===== src/pkg/pio_consts.svh =====
/*
 register offsets and reset values of the parallel io controller.
 assumes byte addressing, one 32-bit word per register.
*/
`ifndef PIO_CONSTS_SVH
`define PIO_CONSTS_SVH
`define OFS_OWN_SET 8'h00
`define OFS_OWN_CLR 8'h04
`define OFS_OWN_STAT 8'h08
`define OFS_OE_SET 8'h10
`define OFS_OE_CLR 8'h14
`define OFS_OE_STAT 8'h18
`define OFS_FLT_SET 8'h20
`define OFS_FLT_CLR 8'h24
`define OFS_FLT_STAT 8'h28
`define OFS_OD_SET 8'h30
`define OFS_OD_CLR 8'h34
`define OFS_OD_STAT 8'h38
`define OFS_LEVEL 8'h3C
`define OFS_IRQ_EN 8'h40
`define OFS_IRQ_DIS 8'h44
`define OFS_IRQ_MASK 8'h48
`define OFS_CHG_STAT 8'h4C
`define RST_OWN 32'h01FFFFFF
`define RST_ZERO 32'h00000000
`define FILTER_CYCLES 4'h3
`define SETTLE_CYCLES 3'h4
`endif


===== src/pkg/pio_pkg.sv =====
/*
 types shared by the parallel io controller.
 assumes nothing beyond the constants header.
*/
package pio_pkg;
   typedef logic [31:0] line_bits_t;
   typedef logic [7:0] reg_addr_t;
endpackage : pio_pkg


===== src/verilog/parallel_io_controller.sv =====
/*
 parallel io controller: 32 lines, software or peripheral ownership,
 output enable and data latches, glitch filter select, change detection.
 assumes pins are asynchronous to clock and a simple strobe register port.
*/
`include "pio_consts.svh"
`timescale 1ns/1ps
`default_nettype none
module parallel_io_controller
   import pio_pkg::*;
#(
   parameter line_bits_t LINE_MASK = 32'hFFFFFFFF
) (
   // clock and reset
   input wire logic clock,
   input wire logic rst_n,
   // register port
   input wire logic [7:0] addr,
   input wire logic [31:0] wdata,
   input wire logic wr,
   input wire logic rd,
   output logic [31:0] rdata,
   // pins
   input wire logic [31:0] pin_in,
   output logic [31:0] pin_out,
   output logic [31:0] pin_oe,
   // peripherals
   input wire logic [31:0] periph_out,
   input wire logic [31:0] periph_oe,
   output logic [31:0] periph_in,
   // interrupt request to the controller
   output logic irq
);
   line_bits_t own;
   line_bits_t oe_latch;
   line_bits_t flt;
   line_bits_t od_latch;
   line_bits_t mask;
   line_bits_t chg;
   line_bits_t s1, s2, s3;
   line_bits_t level;
   line_bits_t level_prev;
   logic level_valid;
   logic [2:0] settle;
   logic settled;
   logic [3:0] fcnt [32];
   line_bits_t wbits;
   line_bits_t changed;
   logic rd_chg;

   assign wbits = wdata & LINE_MASK;
   assign rd_chg = rd && addr == `OFS_CHG_STAT;

   // three-stage synchroniser, only s2 and s3 are looked at
   always_ff @(posedge clock or negedge rst_n) begin
      if (!rst_n) begin
         s1 <= '0;
         s2 <= '0;
         s3 <= '0;
      end else begin
         s1 <= pin_in;
         s2 <= s1;
         s3 <= s2;
      end
   end

   // wait for the synchroniser to fill before trusting the level
   always_ff @(posedge clock or negedge rst_n) begin
      if (!rst_n) begin
         settle <= 3'h0;
      end else if (settle != `SETTLE_CYCLES) begin
         settle <= settle + 3'h1;
      end
   end
   assign settled = (settle == `SETTLE_CYCLES);

   // filtered lines need FILTER_CYCLES stable agreements before moving
   // baseline copied from the pins, so pins high at reset are no change
   always_ff @(posedge clock or negedge rst_n) begin
      if (!rst_n) begin
         level <= '0;
         for (int i = 0; i < 32; i++) fcnt[i] <= 4'h0;
      end else begin
         for (int i = 0; i < 32; i++) begin
            if (!settled) begin
               level[i] <= s3[i];
               fcnt[i] <= 4'h0;
            end else if (s2[i] != s3[i] || s3[i] == level[i]) begin
               fcnt[i] <= 4'h0;
            end else if (!flt[i] || fcnt[i] >= `FILTER_CYCLES) begin
               level[i] <= s3[i];
               fcnt[i] <= 4'h0;
            end else begin
               fcnt[i] <= fcnt[i] + 4'h1;
            end
         end
      end
   end

   // first sampled value after reset is a baseline, not a change
   always_ff @(posedge clock or negedge rst_n) begin
      if (!rst_n) begin
         level_prev <= '0;
         level_valid <= 1'b0;
      end else begin
         level_prev <= level;
         level_valid <= settled;
      end
   end
   assign changed = level_valid ? ((level ^ level_prev) & LINE_MASK) : '0;

   // ownership
   always_ff @(posedge clock or negedge rst_n) begin
      if (!rst_n) begin
         own <= `RST_OWN;
      end else if (wr && addr == `OFS_OWN_SET) begin
         own <= own | wbits;
      end else if (wr && addr == `OFS_OWN_CLR) begin
         own <= own & ~wbits;
      end
   end

   // output enable latch, stored whatever the owner
   always_ff @(posedge clock or negedge rst_n) begin
      if (!rst_n) begin
         oe_latch <= `RST_ZERO;
      end else if (wr && addr == `OFS_OE_SET) begin
         oe_latch <= oe_latch | wbits;
      end else if (wr && addr == `OFS_OE_CLR) begin
         oe_latch <= oe_latch & ~wbits;
      end
   end

   // filter select
   always_ff @(posedge clock or negedge rst_n) begin
      if (!rst_n) begin
         flt <= `RST_ZERO;
      end else if (wr && addr == `OFS_FLT_SET) begin
         flt <= flt | wbits;
      end else if (wr && addr == `OFS_FLT_CLR) begin
         flt <= flt & ~wbits;
      end
   end

   // output data latch
   always_ff @(posedge clock or negedge rst_n) begin
      if (!rst_n) begin
         od_latch <= `RST_ZERO;
      end else if (wr && addr == `OFS_OD_SET) begin
         od_latch <= od_latch | wbits;
      end else if (wr && addr == `OFS_OD_CLR) begin
         od_latch <= od_latch & ~wbits;
      end
   end

   // interrupt mask
   always_ff @(posedge clock or negedge rst_n) begin
      if (!rst_n) begin
         mask <= `RST_ZERO;
      end else if (wr && addr == `OFS_IRQ_EN) begin
         mask <= mask | wbits;
      end else if (wr && addr == `OFS_IRQ_DIS) begin
         mask <= mask & ~wbits;
      end
   end

   // change status: a change in the read cycle survives the clear
   always_ff @(posedge clock or negedge rst_n) begin
      if (!rst_n) begin
         chg <= `RST_ZERO;
      end else if (rd_chg) begin
         chg <= changed;
      end else begin
         chg <= chg | changed;
      end
   end

   always_ff @(posedge clock or negedge rst_n) begin
      if (!rst_n) begin
         irq <= 1'b0;
      end else begin
         irq <= |((rd_chg ? changed : (chg | changed)) & mask);
      end
   end

   // pin drivers and peripheral inputs, registered
   always_ff @(posedge clock or negedge rst_n) begin
      if (!rst_n) begin
         pin_out <= '0;
         pin_oe <= '0;
         periph_in <= '0;
      end else begin
         pin_out <= (own & od_latch) | (~own & periph_out);
         pin_oe <= ((own & oe_latch) | (~own & periph_oe)) & LINE_MASK;
         periph_in <= level & ~own;
      end
   end

   // read data one cycle after the strobe
   always_ff @(posedge clock or negedge rst_n) begin
      if (!rst_n) begin
         rdata <= '0;
      end else if (rd) begin
         unique case (addr)
            `OFS_OWN_STAT: rdata <= own & LINE_MASK;
            `OFS_OE_STAT: rdata <= oe_latch;
            `OFS_FLT_STAT: rdata <= flt;
            `OFS_OD_STAT: rdata <= od_latch;
            `OFS_LEVEL: rdata <= level & LINE_MASK;
            `OFS_IRQ_MASK: rdata <= mask;
            `OFS_CHG_STAT: rdata <= chg | changed;
            default: rdata <= '0;
         endcase
      end else begin
         rdata <= '0;
      end
   end

   // checks
   a_own_set_takes: assert property (@(posedge clock) disable iff (!rst_n)
      wr && addr == `OFS_OWN_SET |=> (own & (LINE_MASK & $past(wdata))) ==
      (LINE_MASK & $past(wdata))) else $error("ownership set lost");
   a_own_clr_takes: assert property (@(posedge clock) disable iff (!rst_n)
      wr && addr == `OFS_OWN_CLR |=> (own & $past(wdata) & LINE_MASK) == '0)
      else $error("ownership clear lost");
   a_periph_in_zero: assert property (@(posedge clock) disable iff (!rst_n)
      ##1 (periph_in & $past(own)) == '0) else $error("peripheral input leaks");
   a_pin_follows_latch: assert property (@(posedge clock) disable iff (!rst_n)
      ##1 (pin_oe & $past(own)) == ($past(oe_latch) & $past(own)))
      else $error("pin enable not from latch");
   a_od_set_takes: assert property (@(posedge clock) disable iff (!rst_n)
      wr && addr == `OFS_OD_SET |=> (od_latch & $past(wbits)) == $past(wbits))
      else $error("data set lost");
   a_od_clr_takes: assert property (@(posedge clock) disable iff (!rst_n)
      wr && addr == `OFS_OD_CLR |=> (od_latch & $past(wbits)) == '0)
      else $error("data clear lost");
   a_flt_set_takes: assert property (@(posedge clock) disable iff (!rst_n)
      wr && addr == `OFS_FLT_SET |=> (flt & $past(wbits)) == $past(wbits))
      else $error("filter set lost");
   a_oe_clr_takes: assert property (@(posedge clock) disable iff (!rst_n)
      wr && addr == `OFS_OE_CLR |=> (oe_latch & $past(wbits)) == '0)
      else $error("enable clear lost");
   a_oe_set_takes: assert property (@(posedge clock) disable iff (!rst_n)
      wr && addr == `OFS_OE_SET |=> (oe_latch & $past(wbits)) == $past(wbits))
      else $error("enable set lost");
   a_flt_clr_takes: assert property (@(posedge clock) disable iff (!rst_n)
      wr && addr == `OFS_FLT_CLR |=> (flt & $past(wbits)) == '0)
      else $error("filter clear lost");
   a_irq_en_takes: assert property (@(posedge clock) disable iff (!rst_n)
      wr && addr == `OFS_IRQ_EN |=> (mask & $past(wbits)) == $past(wbits))
      else $error("mask enable lost");
   a_irq_dis_takes: assert property (@(posedge clock) disable iff (!rst_n)
      wr && addr == `OFS_IRQ_DIS |=> (mask & $past(wbits)) == '0)
      else $error("mask disable lost");
   a_own_stat_reads: assert property (@(posedge clock) disable iff (!rst_n)
      rd && addr == `OFS_OWN_STAT |=> rdata == ($past(own) & LINE_MASK))
      else $error("ownership status wrong");
   a_chg_sticky: assert property (@(posedge clock) disable iff (!rst_n)
      changed != '0 |=> (chg & $past(changed)) == $past(changed))
      else $error("change lost");
   a_read_clears: assert property (@(posedge clock) disable iff (!rst_n)
      rd_chg && changed == '0 |=> chg == '0) else $error("read did not clear");
   a_irq_masked: assert property (@(posedge clock) disable iff (!rst_n)
      mask == '0 ##1 mask == '0 |-> !irq) else $error("irq with empty mask");
   a_reserved_zero: assert property (@(posedge clock) disable iff (!rst_n)
      rd && addr == 8'h0C |=> rdata == '0) else $error("reserved nonzero");
   c_own_toggle: cover property (@(posedge clock) disable iff (!rst_n)
      wr && addr == `OFS_OWN_CLR ##[1:20] wr && addr == `OFS_OWN_SET);
   c_irq_fires: cover property (@(posedge clock) disable iff (!rst_n) $rose(irq));
   c_read_clear: cover property (@(posedge clock) disable iff (!rst_n)
      rd_chg && chg != '0);
   c_filtered_change: cover property (@(posedge clock) disable iff (!rst_n)
      (changed & flt) != '0);
endmodule : parallel_io_controller
`default_nettype wire


===== config.mk =====
export PLATFORM = sky130hd
export DESIGN_NAME = parallel_io_controller
export DESIGN_NICKNAME = d
export VERILOG_FILES = /design/src/pkg/pio_pkg.sv /design/src/verilog/parallel_io_controller.sv
export VERILOG_INCLUDE_DIRS = /design/src /design/src/pkg
export SDC_FILE = /design/constraint.sdc
export NUM_CORES = 1
export LEC_CHECK = 0
export ABC_CLOCK_PERIOD_IN_PS = 2350
export BUFFER_PORTS_ARGS = -buffer_cell sky130_fd_sc_hd__buf_2
export CAP_MARGIN = 20
export CORE_MARGIN = 3
export CORE_UTILIZATION = 35
export DETAILED_ROUTE_END_ITERATION = 10
export PLACE_DENSITY = 0.5
export SLEW_MARGIN = 10
export SYNTH_ARGS = -nofsm -noshare
export SYNTH_HDL_FRONTEND = slang
export SYNTH_SLANG_ARGS = --single-unit

===== constraint.sdc =====
create_clock -name clock -period 2.35 [get_ports clock]
set_input_delay 0.1175 -clock clock [delete_from_list [all_inputs] [get_ports clock]]
set_output_delay 0.1175 -clock clock [all_outputs]
set_load 0.02 [all_outputs]

==> results.md <==
* Status: finished clean
* Post-route setup TNS at 0 ns
* Row Count at 97
* Power Density at 757.1 nW/um^2
* Sink Count at 613
* Hold-fix buffers, CTS at 129
* Number of enable flip-flop cells after synthesis at 0
* Unique masters post-synth at 51
* Initial antenna violation count at 2
* Crit. End Element: register
* Mean Syn Cell Area at 11.83 sq um
* Starting DRT DRC Count at 1115
* GP Congestion at 0.8220
* Vias at 18250
* TritonCTS buffer count at 71
* Tmin final at 2.090 ns
* Sequential Power Share at 45.8%
* Worst EP required at 2.76 ns
* DR vias/cell at 4.988
* Worst-Skew Late Latency at 0.64 ns
* Die Y at 274.0 um
* Largest net degree at the start of global routing at 77
* Cells after synthesis at 2124
* Worst Tran Pin Value at 0.6148 ns
* Final Cycle Share at 88.92%
* Clk root buf: clkbuf_16
* Psw at 5.916 mW
* DR WL met3 at 3.725 mm
* Rel. slew slack at 59.01%
* Max incr delay on CP at 0.44 ns
* Highest metal used: met4
* Sequential fraction of the synthesis area at 61.15%
* WL met1 at 32.84 mm
* Crit path cell chain: a22oi_1 > nand4_1 > nor4_1 > o2111a_1 > nand4b_1
* Remaining DRCs at 0
* Cts repair resizes at 0
* Filler cells at 6545
* Post-Synthesis Cell Area at 25140 sq um
* Max VDD drop at 455.6 uV
* Final number of setup-violating endpoints at 0
* Crit-path leading delay family: simple AND/OR/NAND/NOR gates
* First-pass GRT wire length at 113.7 mm
* GR Util All Layers at 19.79%
* Internal at 18.62 mW
* Yosys warnings at 0
* Synth area leaders: dfrtp_1, mux2_2, nand2_1, nor2_1, dfstp_2
* Die area at 75070 sq um
* Comb pwr share at 7.3%
* Post-synth ARST share at 100.0%
* Clk pin slew, worst setup/hold paths at 0.06 ns
* Pins Over Slew Limit at 0
* Finished Layout Cells at 3658
* Area growth syn-to-layout at 28.95%
* Buf/Inv on CP at 0
* WS Path Type: reg -> reg
* Die width at 274.0 um
* Power share of the clock group at 46.9%
* Antenna-violating nets left at 0
* TritonCTS clock tree: done
* FMAX at 0.4785 GHz
* Share of layout cells above drive strength 1 at 27.20%
* Placed cells at 3396
* GR Overflow Total at 0
* Wire per inst at 20.15 um
* RSZ-0062 raised after global routing: no
* Ys flop type: dfrtp_1
* Final worst clock skew at 0.03191 ns
* Count leader, synth: dfrtp_1
* Number of top-level pins at 269
* Drt pass-1 iters at 5
* CP arrival at 2.50 ns
* Vias in the first global route at 19060
* Fin nets at 2832
* Crit Path Max Fanout at 4
* Synthesized flop and latch total at 613
* Met2 routed WL at 35.63 mm
* Final Hold Vio Count at 0
* Synth cell count leaders: dfrtp_1, nand2_1, nor2_1, mux2_2, o21ai_0
* CP max-delay cell: dfrtp_1
* Total of max-cap violations at 0
* Starting Density at 35.58%
* IO Port Bufs at 268
* H-tree depth at 3
* Clk buf depth at 3
* Routed WL at 73.69 mm
* Yosys top cell area share at 58.54%
* Core footprint at 70640 sq um
* Worst Hold Class: in -> async
* Leak pwr at 15.20 nW
* Startpoint Class: register
* Post-CTS Setup Bufs at 0
* Hpwl dp at 50.38 mm
* Net Sw Frac at 24.11%
* Yosys top cell by area: dfrtp_1
-- metal layers --
metal  vias up  track usage, %
li1       8462               -
met1      9253           26.95
met2       434           32.62
met3        98           3.491
met4         0           5.323
met5         -               0
-- stage by stage --
stage / setup slack (ns) / hold slack [ns] / power, mW / utilization, % / cell area [sq um]
floorplan: 0.3545 / -0.1781 / 12.11 / - / 25370
global placement: 0.04344 / 0.1451 / 13.04 / 40.58 / 28660
detailed placement: 0.01801 / 0.1377 / 13.07 / 40.58 / 28660
CTS: 0.2485 / 0.05864 / 24.90 / 45.88 / 32410
global route: 0.08688 / 0.08544 / 25.54 / 45.88 / 32410
finish: 0.2603 / 0.07849 / 24.54 / 45.89 / 32410
-- power by group through the flow --
stage / Sequential, mW / Clock, mW / Combinational, mW
2_1_floorplan: 11.5 / 0 / 0.616
3_3_place_gp: 11.4 / 0 / 1.62
3_5_place_dp: 11.4 / 0 / 1.65
4_1_cts: 11.2 / 11.8 / 1.83
5_1_grt: 11.3 / 12.3 / 1.98
6_report: 11.2 / 11.5 / 1.79
-- final cells by class --
type	instances	area, sq um	area share (%)
clock inverter	24	337.8	1.042
multi-input combinational	1447	9507	29.33
sequential	613	15370	47.43
inverter	18	67.56	0.2085
timing repair buffer	507	3831	11.82
antenna	1	2.502	0.007721
tap	940	1176	3.629
clock buffer	108	2118	6.535
-- cells by family (layout without fill, tap and decap cells) --
logic type / Yosys count / in the layout / share of synthesized area, %
other: 1 / 65 / 0.01492
AND/OR/NAND/NOR: 720 / 720 / 13.30
XOR/XNOR: 33 / 33 / 1.150
flip-flops: 613 / 613 / 61.15
multiplexers: 256 / 256 / 11.76
adder cells (fa/ha/maj): 34 / 34 / 1.692
AO/OA/AOI/OAI: 340 / 340 / 8.766
buffers and inverters: 127 / 657 / 2.170
-- cell usage in the layout (no fill, tap or decap), types with 34 or more instances in the layout --
cell type        n
nor2_1         178
clkbuf_16       73
buf_4           81
a22oi_1         50
buf_2          267
nand2_1        346
conb_1          64
dlygate4sd3_1  129
mux2_2         174
dfrtp_1        587
o21ai_0        113
and3_1          35
ha_1            34
a22o_1          37
a21oi_1         58
-- worst paths after layout --
check,to,depth (start not counted),from,slack [ns]
max,irq,5,register,0.26
min,fcnt[51],2,rst_n,0.08
max reg2reg,irq,5,register,0.26
min reg2reg,s2[31],0,s1[31],0.34
max in group asynchronous,async pin,3,rst_n,1.41
min in group clock,chg[3],4,rd,0.11
(Power assumes the default switching activity.)
